`src/verilog/csi_pkg.sv`:
```
// package of constants for the three-wire clocked serial port
// assumes a single 25 MHz system clock named mclk
// Summary of operation
// - eight bits per transfer, either order
// - bit order from bit-order select
// - drive after falling, sample on rising edge
// - irq on eighth rising clock edge
// - internal clock stops high after eighth rise
// - shift register write starts transmit; off means hi-z
// - transmit-only still shifts data-in on rises
// - first falling edge within one clock period
// - internal: tx disable aborts at next rise
// - external: early edges neither shift nor change output
// - external: tx disable aborts, ignores clock
// - reception starts on enable rise or read
// - internal: rx disable aborts at next rise
// - external: early clocks do not shift
// - external: rx disable aborts, no irq
// - full duplex starts on enable rise or write
// - disabling one direction stops only that one
// - internal: both off aborts at next rise
// - external: both off aborts, ignores clock
// - both off resets the bit counter
// - reset clears mode register to zero
// - count eight clocks then request irq
package csi_pkg;
  localparam logic [7:0] MODE_RESET = 8'h00;
  localparam int BIT_ORDER_POS = 0;
  localparam int CLK_SRC_LO_POS = 1;
  localparam int CLK_SRC_HI_POS = 2;
  localparam int RX_EN_POS = 6;
  localparam int TX_EN_POS = 7;
  localparam logic [3:0] FRAME_BITS = 4'h8;
  localparam int SYS_CLK_MHZ = 25;
  // internal serial clock half period, in ns
  localparam int SCK_HALF_NS = 160;
  localparam int SCK_HALF_CYC_I = (SCK_HALF_NS * SYS_CLK_MHZ) / 1000;
  localparam logic [7:0] SCK_HALF_CYC = 8'(SCK_HALF_CYC_I < 1 ? 1 : SCK_HALF_CYC_I);
endpackage

```
`src/verilog/csi_if.sv`:
```
// interface carrying sampled serial-clock edges between modules
// assumes all signals on mclk
`timescale 1ns/1ps
interface csi_edge_if;
  logic rise;
  logic fall;
  logic level;
  modport src (output rise, output fall, output level);
  modport dst (input rise, input fall, input level);
endinterface

```
`src/verilog/csi_clkgen.sv`:
```
// internal serial clock generator, one-cycle edge pulses
// assumes run is a same-clock level
`timescale 1ns/1ps
module csi_clkgen
  import csi_pkg::*;
(
  input wire logic mclk,
  input wire logic sys_rst,
  input wire logic run,
  csi_edge_if.src edges
);
  logic [7:0] div_reg;
  logic sck_reg;
  wire half_done = (div_reg == SCK_HALF_CYC - 8'h01);
  always_ff @(posedge mclk) begin
    if (sys_rst || !run) begin
      div_reg <= 8'h00;
      sck_reg <= 1'b1;
    end else if (half_done) begin
      div_reg <= 8'h00;
      sck_reg <= ~sck_reg;
    end else begin
      div_reg <= div_reg + 8'h01;
    end
  end
  // first fall one half period after run
  assign edges.fall = run & half_done & sck_reg;
  assign edges.rise = run & half_done & ~sck_reg;
  assign edges.level = sck_reg;
endmodule

```
`src/verilog/csi_port.sv`:
```
// three-wire clocked serial port, top level
// assumes software strobes are one-cycle pulses on mclk; pins asynchronous
`timescale 1ns/1ps
module csi_port
  import csi_pkg::*;
(
  input wire logic mclk,
  input wire logic sys_rst,
  input wire logic mode_wr,
  input wire logic [7:0] mode_wdata,
  output logic [7:0] serial_mode_register,
  input wire logic shift_wr,
  input wire logic [7:0] shift_wdata,
  input wire logic shift_rd,
  output logic [7:0] shift_register,
  output logic busy,
  output logic transfer_complete_irq,
  input wire logic serial_clock_pin_in,
  output logic serial_clock_pin_out,
  output logic serial_clock_pin_oe_n,
  input wire logic serial_data_in_pin,
  output logic serial_data_out_pin,
  output logic serial_data_out_pin_oe_n
);
  // ----------------------------------------------------------------
  // mode register
  // ----------------------------------------------------------------
  logic [7:0] mode_reg;
  always_ff @(posedge mclk) begin
    if (sys_rst) begin
      mode_reg <= MODE_RESET;
    end else if (mode_wr) begin
      mode_reg <= mode_wdata;
    end
  end
  assign serial_mode_register = mode_reg;
  wire transmit_enable = mode_reg[TX_EN_POS];
  wire receive_enable = mode_reg[RX_EN_POS];
  wire bit_order_select = mode_reg[BIT_ORDER_POS];
  wire clock_source_sel_hi = mode_reg[CLK_SRC_HI_POS];
  wire clock_source_sel_lo = mode_reg[CLK_SRC_LO_POS];
  // any nonzero source code selects the internal clock
  wire internal_clk = clock_source_sel_hi | clock_source_sel_lo;
  wire any_en = transmit_enable | receive_enable;

  // ----------------------------------------------------------------
  // serial clock sources
  // ----------------------------------------------------------------
  logic busy_reg;
  csi_edge_if ext_e ();
  csi_edge_if int_e ();
  csi_sync u_sync (
    .mclk(mclk),
    .sys_rst(sys_rst),
    .async_in(serial_clock_pin_in),
    .edges(ext_e)
  );
  csi_clkgen u_clkgen (
    .mclk(mclk),
    .sys_rst(sys_rst),
    .run(busy_reg & internal_clk),
    .edges(int_e)
  );
  wire sck_rise = internal_clk ? int_e.rise : ext_e.rise;
  wire sck_fall = internal_clk ? int_e.fall : ext_e.fall;

  // ----------------------------------------------------------------
  // start and abort conditions
  // ----------------------------------------------------------------
  logic rx_en_last_reg;
  logic tx_en_last_reg;
  always_ff @(posedge mclk) begin
    if (sys_rst) begin
      rx_en_last_reg <= 1'b0;
      tx_en_last_reg <= 1'b0;
    end else begin
      rx_en_last_reg <= receive_enable;
      tx_en_last_reg <= transmit_enable;
    end
  end
  wire rx_rise = receive_enable & ~rx_en_last_reg;
  wire start_tx = transmit_enable & shift_wr;
  wire start_rx = receive_enable & (rx_rise | shift_rd);
  wire start = start_tx | start_rx;
  // abort pending: every enabled direction at start has been dropped
  logic tx_act_reg;
  logic rx_act_reg;
  wire tx_live = tx_act_reg & transmit_enable;
  wire rx_live = rx_act_reg & receive_enable;
  wire all_off = ~tx_live & ~rx_live;
  // internal waits for the next rise; external stops at once
  wire abort_now = busy_reg & all_off & (~internal_clk | sck_rise);

  // ----------------------------------------------------------------
  // bit counter and shifter
  // ----------------------------------------------------------------
  logic [3:0] cnt_reg;
  logic [7:0] shift_reg;
  logic so_reg;
  logic irq_reg;
  wire last_rise = busy_reg & sck_rise & (cnt_reg == FRAME_BITS - 4'h1);
  wire out_bit = bit_order_select ? shift_reg[0] : shift_reg[7];
  logic si_meta_reg;
  logic serial_data_in_s;
  wire [7:0] shifted = bit_order_select ? {serial_data_in_s, shift_reg[7:1]}
                                        : {shift_reg[6:0], serial_data_in_s};
  always_ff @(posedge mclk) begin
    if (sys_rst) begin
      si_meta_reg <= 1'b0;
      serial_data_in_s <= 1'b0;
    end else begin
      si_meta_reg <= serial_data_in_pin;
      serial_data_in_s <= si_meta_reg;
    end
  end

  always_ff @(posedge mclk) begin
    if (sys_rst) begin
      busy_reg <= 1'b0;
      cnt_reg <= 4'h0;
      tx_act_reg <= 1'b0;
      rx_act_reg <= 1'b0;
      irq_reg <= 1'b0;
    end else begin
      irq_reg <= 1'b0;
      if (!any_en) begin
        busy_reg <= 1'b0;
        cnt_reg <= 4'h0;
        tx_act_reg <= 1'b0;
        rx_act_reg <= 1'b0;
        if (busy_reg && internal_clk && !sck_rise) begin
          busy_reg <= 1'b1; // held to the next rise
        end
      end else if (abort_now) begin
        busy_reg <= 1'b0; // no irq on abort
        cnt_reg <= 4'h0;
      end else if (last_rise) begin
        busy_reg <= 1'b0;
        cnt_reg <= 4'h0;
        irq_reg <= 1'b1;
      end else if (busy_reg && sck_rise) begin
        cnt_reg <= cnt_reg + 4'h1;
      end else if (!busy_reg && start) begin
        busy_reg <= 1'b1;
        cnt_reg <= 4'h0;
        tx_act_reg <= transmit_enable;
        rx_act_reg <= receive_enable;
      end
    end
  end

  // shifter: rises move data in even when only transmitting
  always_ff @(posedge mclk) begin
    if (!busy_reg && shift_wr) begin
      shift_reg <= shift_wdata;
    end else if (busy_reg && sck_rise && !abort_now) begin
      shift_reg <= shifted;
    end
  end

  // output latch updates only on falls inside a transfer
  always_ff @(posedge mclk) begin
    if (sys_rst) begin
      so_reg <= 1'b1;
    end else if (!busy_reg && shift_wr) begin
      so_reg <= so_reg;
    end else if (busy_reg && sck_fall && tx_live) begin
      so_reg <= out_bit;
    end
  end

  // ----------------------------------------------------------------
  // pins and status
  // ----------------------------------------------------------------
  assign serial_data_out_pin = so_reg;
  assign serial_data_out_pin_oe_n = ~(transmit_enable & (tx_live | ~busy_reg));
  // idle internal clock rests high
  assign serial_clock_pin_out = internal_clk ? int_e.level : 1'b1;
  assign serial_clock_pin_oe_n = ~internal_clk;
  assign shift_register = shift_reg;
  assign busy = busy_reg;
  assign transfer_complete_irq = irq_reg;
endmodule

```
`src/verilog/csi_sync.sv`:
```
// two-flop synchroniser with edge detection
// assumes the input is asynchronous to mclk
`timescale 1ns/1ps
module csi_sync (
  input wire logic mclk,
  input wire logic sys_rst,
  input wire logic async_in,
  csi_edge_if.src edges
);
  logic meta_reg;
  logic sync_reg;
  logic last_reg;
  always_ff @(posedge mclk) begin
    if (sys_rst) begin
      meta_reg <= 1'b1;
      sync_reg <= 1'b1;
      last_reg <= 1'b1;
    end else begin
      meta_reg <= async_in;
      sync_reg <= meta_reg;
      last_reg <= sync_reg;
    end
  end
  // edges only from the second stage onward
  assign edges.rise = sync_reg & ~last_reg;
  assign edges.fall = ~sync_reg & last_reg;
  assign edges.level = sync_reg;
endmodule
```
`config.mk`:
```
export PLATFORM = sky130hd
export DESIGN_NAME = csi_port
export DESIGN_NICKNAME = d
export VERILOG_FILES = /design/src/verilog/csi_pkg.sv /design/src/verilog/csi_if.sv /design/src/verilog/csi_clkgen.sv /design/src/verilog/csi_port.sv /design/src/verilog/csi_sync.sv
export SDC_FILE = /design/constraint.sdc
export NUM_CORES = 1
export LEC_CHECK = 0
export BUFFER_PORTS_ARGS = -buffer_cell sky130_fd_sc_hd__buf_2
export CORE_MARGIN = 2
export CORE_UTILIZATION = 53
export DETAILED_ROUTE_END_ITERATION = 7
export MAX_ROUTING_LAYER = met4
export PLACE_DENSITY = 0.84
export RECOVER_POWER = 50
export SETUP_SLACK_MARGIN = 0.4
export SYNTH_ARGS = -nofsm -noshare
export SYNTH_HDL_FRONTEND = slang
export SYNTH_SLANG_ARGS = --single-unit
export TNS_END_PERCENT = 50
```
`constraint.sdc`:
```
create_clock -name mclk -period 3.45 [get_ports mclk]
set_input_delay 0.69 -clock mclk [delete_from_list [all_inputs] [get_ports mclk]]
set_output_delay 0.69 -clock mclk [all_outputs]
set_load 0.005 [all_outputs]
```
==> summary.md, run 1 <==
| Metric | Value |
|---|---|
| H-tree lvl count | 2 |
| DR WL/cell | 12.7 um |
| Highest metal used | met4 |
| Worst Tran Pin Value | 0.843 ns |
| Worst endpoint data arrival time | 2.81 ns |
| Synth warnings | 0 |
| Area of the mapped netlist | 0.00178 mm^2 |
| CP Class | flip-flop to flip-flop |
| # setup viols final | 0 |
| Ys flop type | dfxtp_1 |
| Grt total ovfl | 0 |
| Initial antenna violation count | 0 |
| Worst EP required | 3.43 ns |
| IO buf count | 44 |
| Fill cells | 284 |
| Peak VDD IR | 0.000302 V |
| Routed wl met3 | 138 um |
| Final slew viol count | 0 |
| F_max | 353 MHz |
| Layout area overhead | 16.4% |
| CTS tree | yes |
| Die span in x | 62 um |
| Skew final | 0.00591 ns |
| Leak | 0.846 nW |
| # clock sinks | 40 |
| Post-route ant nets | 0 |
| Yosys reg bits | 40 |
| Startpoint types | flip-flop |
| # nets final | 254 |
| DRT Pass-1 Iters | 4 |
| Final period util | 82.2% |
| Net Count, Synth | 208 |
| Die height | 62 um |
| Top post-synthesis cells by area | dfxtp_1, edfxtp_1, mux2i_1 |
| Root Buffer | clkbuf_4 |
| Register area | 881 um^2 |
| Vias | 1,464 |
| First-pass GRT wire length | 5780 um |
| Critical path peak fanout | 8 |
| RSZ-0062 raised after global routing | no |
| Drc violations | 0 |
| Postcts setup bufs | 0 |
| DP Area | 0.00204 mm^2 |
| CTS resizes | 0 |
| Setup TNS | 0 ns |
| Final Instance Area | 0.00208 mm^2 |
| Hold Violations, Final | 0 |
| Starting Density | 54.3% |
| Met2 WL post-DR | 1690 um |
| Cts bufs inserted | 5 |
| DP HPWL | 2660 um |
| Vias per cell | 5.30 |
| I/O pin count | 45 |
| Share of layout cells above drive strength 1 | 24.8% |
| Most frequent cells in the layout | buf_2, dfxtp_1, nor2_1 |
| Largest net degree at the start of global routing | 22 |
| Core area | 0.00328 mm^2 |
| Class of the worst hold path | flip-flop to flip-flop |
| Die ar. | 0.00384 mm^2 |
| Sequential share of the synthesized area | 49.4% |
| Area of the multi-input gates | 850 um^2 |
| Post-synth EDFFs | 8 |
| Synth unique cells | 39 |
| Min Clock Period, post-route | 2.84 ns |
| Clk buf depth | 2 |
| Site row count | 21 |
| Routed metal-1 wirelength | 1580 um |
| Synth area leader | dfxtp_1 |
| Synth top area share | 35.9% |
| Clk Latency, worst-skew pair | 0.34 ns |
| Post-CTS Hold Buffers | 0 |
| PwrDens | 404 mW/mm^2 |
| Vias in the first global route | 1,394 |
| Ant diodes | 0 |
| Total GRT Usage | 21.2% |
| Syn_area_per_cell | 9.74 um^2 |
| Reg clk slew, reported paths | 0.11 ns |
| Commonest non-fill, non-tap cell in the layout | buf_2 |
| Async SR Flop Fraction | 0% |
| DRT iter0 DRCs | 69 |
| Slew headroom | 43.8% |
| Critical Path End Type | flip-flop |
| RD Place Congestion | 0.749 |
| Final wirelength | 3500 um |
| Status | finished, final reports clean |
| Post-synthesis cell count | 183 |
| Maxcap violations | 0 |
==> where the power goes <==
part | internal [W] | total (W) | switching (W)
logic | 0.0000476 | 0.0000966 | 0.0000490
clock network | 0.0000776 | 0.000219 | 0.000142
registers | 0.000501 | 0.000522 | 0.0000209
==> kinds of logic (layout without fill, tap and decap cells) <==
| group | count (synthesis) | in the layout | synth area share (%) |
|---|---|---|---|
| adders and majority gates | 2 | 2 | 1.40 |
| AOI/OAI and AO/OA | 28 | 28 | 10.5 |
| DFF | 40 | 40 | 49.4 |
| xor gates and xnor gates | 6 | 6 | 2.95 |
| buffers and inverters | 9 | 56 | 2.11 |
| and+or+nand+nor | 79 | 79 | 22.9 |
| muxes | 19 | 19 | 10.7 |
==> through the flow <==
step | hold slack, ns | utilization (%) | instances | power, W | worst slack (ns)
floorplan | 0.389 | - | 183 | 0.000585 | 1.33
global placement | 0.396 | 62.2 | 268 | 0.000625 | 1.13
detailed placement | 0.403 | 62.2 | 268 | 0.000630 | 1.01
CTS | 0.429 | 63.8 | 276 | 0.000846 | 0.985
global route | 0.452 | 63.2 | 276 | 0.000880 | 0.427
finish | 0.425 | 63.2 | 276 | 0.000838 | 0.614
==> routing by layer <==
metal / vias to the layer above / global-route usage (%)
li1: 740 / -
met1: 676 / 25.3
met2: 37 / 34.4
met3: 11 / 4.76
met4: 0 / 8.81
met5: - / -
==> cell usage after synthesis (3+ instances only) <==
master and count:
xor2_1 5, clkbuf_1 5, and3_1 3, nor2_1 22, inv_1 3, dfxtp_1 32
nor3_1 6, or2_2 4, o21ai_0 10, nand3_1 7, a21oi_1 6, edfxtp_1 8
nor2b_1 9, mux2i_1 18, nand2_1 17
==> critical path, cell delays in order, from the launching register on <==
cell and delay [ns]:
dfxtp_1 0.42, ha_1 0.26, nor4b_1 0.66, and4_2 0.37, a31o_4 0.14, inv_1 0.05, o21bai_1 0.58
==> final timing paths <==
check	from	endpoint	slack, ns	depth (start not counted)
setup / recovery	u_clkgen.div_reg[0]	shift_register[1]	0.61	6
hold / removal	u_sync.meta_reg	u_sync.edges.level	0.43	1
setup reg to reg	u_clkgen.div_reg[0]	shift_register[1]	0.61	6
hold reg to reg	u_sync.meta_reg	u_sync.edges.level	0.43	1
==> final cells by class <==
type,instances,area share (%)
clock buffers,6,1.99
clock inverters,2,0.542
repair buffers,45,10.8
inverters,3,0.542
flip-flops and latches,40,42.4
multi-input cells,134,40.9
well taps,46,2.77
Power figures use the tool's default switching activity.
==> run 2: changes to the inputs <==
--- a/config.mk
+++ b/config.mk
@@ -7,10 +7,10 @@
 export LEC_CHECK = 0
 export BUFFER_PORTS_ARGS = -buffer_cell sky130_fd_sc_hd__buf_2
 export CORE_MARGIN = 2
-export CORE_UTILIZATION = 53
+export CORE_UTILIZATION = 52
 export DETAILED_ROUTE_END_ITERATION = 7
 export MAX_ROUTING_LAYER = met4
-export PLACE_DENSITY = 0.84
+export PLACE_DENSITY = 0.82
 export RECOVER_POWER = 50
 export SETUP_SLACK_MARGIN = 0.4
 export SYNTH_ARGS = -nofsm -noshare
==> constraint.sdc (replaced) <==
create_clock -name mclk -period 2.9 [get_ports mclk]
set_input_delay 0.58 -clock mclk [delete_from_list [all_inputs] [get_ports mclk]]
set_output_delay 0.58 -clock mclk [all_outputs]
set_load 0.005 [all_outputs]
==> run 2 against run 1 <==
Against the previous run: total power up 37%; routed wire length down 0.14%; global-route usage down 0.72 points; die area up 1.8%; flip-flop and latch count unchanged.
==> summary.md, run 2 (synthesized netlist as in run 1, its figures left out) <==
| Metric | Value |
|---|---|
| Area of the multi-input gates | 865 um^2 |
| Total GRT Usage | 20.5% |
| Final period util | 73.0% |
| Dpl cells | 269 |
| Met3 usage | 5.41% |
| DP Area | 0.00205 mm^2 |
| Worst endpoint data arrival time | 2.16 ns |
| Hold Violations, Final | 0 |
| Cts bufs inserted | 5 |
| Setup TNS | 0 ns |
| I/O pin count | 45 |
| Skew final | 0.0108 ns |
| Core area | 0.00331 mm^2 |
| Die height | 62.6 um |
| Ant diodes | 0 |
| Grt total ovfl | 0 |
| Min Clock Period, post-route | 2.12 ns |
| Peak VDD IR | 0.000468 V |
| IO buf count | 44 |
| Fill cells | 295 |
| Class of the worst hold path | primary input to flip-flop |
| Final Instance Area | 0.00214 mm^2 |
| DRT iter0 DRCs | 56 |
| CTS tree | yes |
| Layout area overhead | 20.2% |
| Clk Latency, worst-skew pair | 0.33 ns |
| RD Place Congestion | 0.852 |
| Critical path peak fanout | 8 |
| Share of layout cells above drive strength 1 | 26.4% |
| # nets final | 255 |
| Initial antenna violation count | 0 |
| Vias per cell | 5.20 |
| M2 GR Usage | 30.4% |
| Vias | 1,440 |
| Final Non-Filler Cells | 277 |
| # setup viols final | 0 |
| Largest net degree at the start of global routing | 22 |
| Worst Tran Pin Value | 0.890 ns |
| Cells on Worst Hold Path | 2 |
| # clock sinks | 40 |
| Die ar. | 0.00391 mm^2 |
| Post-route ant nets | 0 |
| Startpoint types | flip-flop |
| Status | finished, final reports clean |
| H-tree lvl count | 2 |
| Root Buffer | clkbuf_4 |
| R2r setup slk | 0.78 ns |
| DRT Pass-1 Iters | 4 |
| Postcts setup bufs | 0 |
| Worst EP required | 2.95 ns |
| First-pass GRT wire length | 6150 um |
| Slew headroom | 40.7% |
| Final slew viol count | 0 |
| Final wirelength | 3490 um |
| Register area | 881 um^2 |
| Site row count | 21 |
| Leak | 0.882 nW |
| Clk buf depth | 2 |
| F_max | 472 MHz |
| Commonest non-fill, non-tap cell in the layout | buf_2 |
| Most frequent cells in the layout | buf_2, dfxtp_1, nor2_1 |
| Critical Path End Type | flip-flop |
| R2R cell count | 7 |
| Final core utilization | 64.7% |
| CP Class | flip-flop to flip-flop |
| Maxcap violations | 0 |
| Met1 GRT Util | 25.9% |
| PwrDens | 534 mW/mm^2 |
| Drc violations | 0 |
| Reg clk slew, reported paths | 0.12 ns |
| CTS resizes | 0 |
| Post-CTS Hold Buffers | 0 |
| Vias in the first global route | 1,369 |
| DR WL/cell | 12.6 um |
| GR peak layer | met2 |
| RSZ-0062 raised after global routing | no |
| Die span in x | 62.6 um |
| DP HPWL | 2600 um |
| Starting Density | 53.9% |
[run 2: cell types whose count changed in the layout (fill, tap and decap cells not counted), sizes merged]
cell,delta
buf,+2
bufinv,+1
clkinv,-1
clkinvlp,-1
[run 2: final timing paths]
check / start / endpoint
worst max-delay path: u_clkgen.div_reg[0] / shift_register[1]
worst min-delay path: serial_clock_pin_in / u_sync.meta_reg
worst max register to register: u_clkgen.div_reg[0] / shift_register[1]
worst min register to register: u_sync.meta_reg / u_sync.edges.level
[run 2: metrics by stage]
step	setup WS, ns	total power, W	hold slack (ns)
2_1_floorplan	0.783	0.000696	0.389
3_3_place_gp	0.932	0.000745	0.392
3_5_place_dp	0.825	0.000750	0.398
4_1_cts	0.793	0.00115	0.410
5_1_grt	0.640	0.00120	0.397
6_report	0.783	0.00114	0.420
[run 2: report_power, final]
part / internal (W) / total, W / switching, W / leakage (nW)
sequential: 0.000596 / 0.000621 / 0.0000248 / 0.340
clock: 0.000235 / 0.000407 / 0.000172 / 0.0506
combinational: 0.0000582 / 0.000116 / 0.0000578 / 0.492
total: 0.000889 / 0.00114 / 0.000255 / 0.882
[run 2: critical path, stage by stage, from the launching register on]
cell and delay [ns]:
dfxtp_1 0.42, ha_1 0.26, nor4b_4 0.33, and4_2 0.30, a31o_4 0.13, inv_1 0.06
o21bai_1 0.14, buf_4 0.19
[run 2: routing by layer]
| layer | vias to the layer above | wire [um] |
|---|---|---|
| met5 | - | 0 |
| met3 | 6 | 138 |
| met2 | 32 | 1610 |
| met4 | 0 | 76 |
| li1 | 744 | - |
| met1 | 658 | 1660 |
[run 2: final cells by class]
cell class	instances	share of cell area (%)
timing repair buffer	46	10.9
clock inverter	1	1.40
clock buffer	7	3.09
multi-input combinational	134	40.3
sequential	40	41.1
inverter	3	0.525
tap	46	2.69
==> run 3: changes to the inputs <==
--- a/config.mk
+++ b/config.mk
@@ -5,12 +5,13 @@
 export SDC_FILE = /design/constraint.sdc
 export NUM_CORES = 1
 export LEC_CHECK = 0
+export ABC_AREA = 1
 export BUFFER_PORTS_ARGS = -buffer_cell sky130_fd_sc_hd__buf_2
 export CORE_MARGIN = 2
-export CORE_UTILIZATION = 52
+export CORE_UTILIZATION = 47
 export DETAILED_ROUTE_END_ITERATION = 7
 export MAX_ROUTING_LAYER = met4
-export PLACE_DENSITY = 0.82
+export PLACE_DENSITY = 0.79
 export RECOVER_POWER = 50
 export SETUP_SLACK_MARGIN = 0.4
 export SYNTH_ARGS = -nofsm -noshare
==> constraint.sdc (replaced) <==
create_clock -name mclk -period 1.7 [get_ports mclk]
set_input_delay 0.34 -clock mclk [delete_from_list [all_inputs] [get_ports mclk]]
set_output_delay 0.34 -clock mclk [all_outputs]
set_load 0.005 [all_outputs]
==> run 3 against run 2 <==
Against the previous run: non-clock buffer count rose by 14; largest power group unchanged; global-route usage is 0.60 points lower; critical path depth up 4; register-to-register slack lost 0.60 ns; die area up 9.2%; total power grew 70%; fmax up 40%; area after synthesis is 0.70% lower; core utilization up 0.41 points; routed wire length increased by 18%; sequential share of layout area is 3.2 points lower; cell area increased by 10%; critical endpoint is now cnt_reg[0].
==> summary.md, run 3 <==
| Metric | Value |
|---|---|
| RD Place Congestion | 0.795 |
| Share of layout cells above drive strength 1 | 33.7% |
| Async SR Flop Fraction | 0% |
| Dpl cells | 315 |
| Leak | 1.07 nW |
| Synth area leader | dfxtp_1 |
| Synth top area share | 36.2% |
| Die span in x | 65.4 um |
| Area of the mapped netlist | 0.00177 mm^2 |
| Post-CTS Hold Buffers | 0 |
| Vias | 1,688 |
| F_max | 659 MHz |
| Fill cells | 310 |
| Slew headroom | 75.4% |
| Worst EP required | 1.88 ns |
| DRT Pass-1 Iters | 4 |
| Core area | 0.00363 mm^2 |
| Peak VDD IR | 0.000542 V |
| Syn_area_per_cell | 7.90 um^2 |
| Synth warnings | 0 |
| Hold Path Origin | serial_clock_pin_in |
| Vias per cell | 5.02 |
| CP Class | flip-flop to flip-flop |
| DP Area | 0.00211 mm^2 |
| Largest net degree at the start of global routing | 18 |
| First-pass GRT wire length | 6410 um |
| Site row count | 22 |
| RR Startpoint | u_clkgen.div_reg[2] |
| Starting Density | 48.7% |
| Yosys reg bits | 40 |
| Most frequent cells after synthesis | nand2_1, nor2_1, dfxtp_1 |
| Worst Tran Pin Value | 0.367 ns |
| H-tree lvl count | 2 |
| Die ar. | 0.00427 mm^2 |
| CTS tree | yes |
| Post-route ant nets | 0 |
| Critical Path End Type | flip-flop |
| I/O pin count | 45 |
| Die height | 65.4 um |
| Clk buf depth | 2 |
| # nets final | 312 |
| Commonest non-fill, non-tap cell in the layout | buf_2 |
| Most frequent cells in the layout | buf_2, nand2_1, nor2_1 |
| Startpoint types | flip-flop |
| Worst endpoint data arrival time | 1.70 ns |
| Final slew viol count | 0 |
| Post-synthesis cell count | 224 |
| Root Buffer | clkbuf_8 |
| Ant diodes | 0 |
| Initial antenna violation count | 0 |
| Pre-CTS WS | 0.156 ns |
| Hold Violations, Final | 0 |
| Final Instance Area | 0.00237 mm^2 |
| Setup TNS | 0 ns |
| Count leader, synth | nand2_1 |
| Sequential share of the synthesized area | 49.8% |
| Post-synth EDFFs | 8 |
| Worst Setup SP | u_clkgen.div_reg[2] |
| # setup viols final | 0 |
| DP HPWL | 2580 um |
| Drc violations | 0 |
| Net Count, Synth | 249 |
| Maxcap violations | 0 |
| Layout area overhead | 33.7% |
| Grt total ovfl | 0 |
| IO buf count | 44 |
| Status | finished, final reports clean |
| Vias in the first global route | 1,484 |
| Final wirelength | 4140 um |
| Critical path peak fanout | 5 |
| Top post-synthesis cells by area | dfxtp_1, edfxtp_1, nand2_1 |
| Synth unique cells | 31 |
| Skew final | 0.00483 ns |
| Cts bufs inserted | 5 |
| Class of the worst hold path | primary input to flip-flop |
| Final Non-Filler Cells | 336 |
| Reg clk slew, reported paths | 0.07 ns |
| DR WL/cell | 12.3 um |
| # clock sinks | 40 |
| Final period util | 89.2% |
| Total GRT Usage | 19.9% |
| Clk Latency, worst-skew pair | 0.28 ns |
| Min Clock Period, post-route | 1.52 ns |
| RSZ-0062 raised after global routing | yes |
| PwrDens | 823 mW/mm^2 |
| Ys flop type | dfxtp_1 |
| DRT iter0 DRCs | 76 |
| Min setup slack post-route | 0.183 ns |
==> run 3: cell types whose count changed in the layout (fill, tap and decap cells not counted), sizes merged, moves of 3 or more <==
| cell | change |
|---|---|
| nand3 | +4 |
| inv | +21 |
| a31oi | +8 |
| xor2 | -3 |
| and3 | -3 |
| o21ai | +6 |
| buf | +9 |
| nor2b | -9 |
| nor3 | -4 |
| a21oi | +6 |
| mux2i | -17 |
| clkbuf | +6 |
| nor2 | +21 |
| nand2 | +27 |
==> run 3: final timing paths <==
check	end	slack (ns)	cells after the start
hold / removal	u_sync.meta_reg	0.25	2
setup reg to reg	cnt_reg[0]	0.18	11
setup / recovery	cnt_reg[0]	0.18	11
hold reg to reg	u_sync.edges.level	0.41	1
==> run 3: cell type report <==
class,instances,area (um^2),share of cell area (%)
sequential,40,897,37.9
multi-input combinational,154,876,37.0
timing repair buffer,60,342,14.4
inverter,26,103,4.33
clock buffer,8,90.1,3.81
tap,48,60.1,2.54
==> run 3: per-stage QoR <==
stage	utilization, %	total power [W]	hold WS [ns]
floorplan	-	0.00123	0.388
global placement	58.0	0.00133	0.393
detailed placement	58.0	0.00134	0.397
CTS	63.1	0.00196	0.245
global route	65.2	0.00205	0.248
finish	65.2	0.00195	0.246
==> run 3: critical path: stages, from the launching register on <==
cell     delay, ns
dfxtp_4       0.36
nor2_4        0.13
nand2_2       0.09
nor2_4        0.16
nand3_4       0.10
nand2_4       0.10
nand2_4       0.07
buf_12        0.13
nand3_1       0.09
o21ai_2       0.08
nand2_1       0.07
inv_1         0.03
==> run 3: routing by layer <==
layer / up-vias / track usage (%) / part of all wire [%]
met5: - / - / 0
li1: 858 / - / -
met2: 63 / 32.9 / 51
met4: 0 / 5.21 / 1.5
met1: 761 / 25.0 / 42
met3: 6 / 4.11 / 5.8
==> run 3: timing repair <==
item                                    in CTS  in global routing
pin swaps                                    6                  7
endpoints found under the setup margin      16                 30
buffers inserted                             8                  5
resized for setup                            6                 18
endpoints found under the hold margin        0                  0
==> run 3: logic make-up (layout without fill, tap and decap cells) <==
kind of cell             after synthesis  after routing  synth area share [%]
XOR/XNOR                               3              3                  1.48
adder cells (fa/ha/maj)                2              2                  1.41
buffers and inverters                 30             94                  6.57
multiplexers                           1              1                 0.565
AND/OR/NAND/NOR                      109            109                  28.3
flip-flops                            40             40                  49.8
AO/OA/AOI/OAI                         39             39                  11.9
==> run 3: where the power goes <==
part,total (W),switching (W),internal [W]
combinational,0.000269,0.000156,0.000112
sequential,0.00106,0.0000389,0.00102
clock,0.000616,0.000286,0.000331
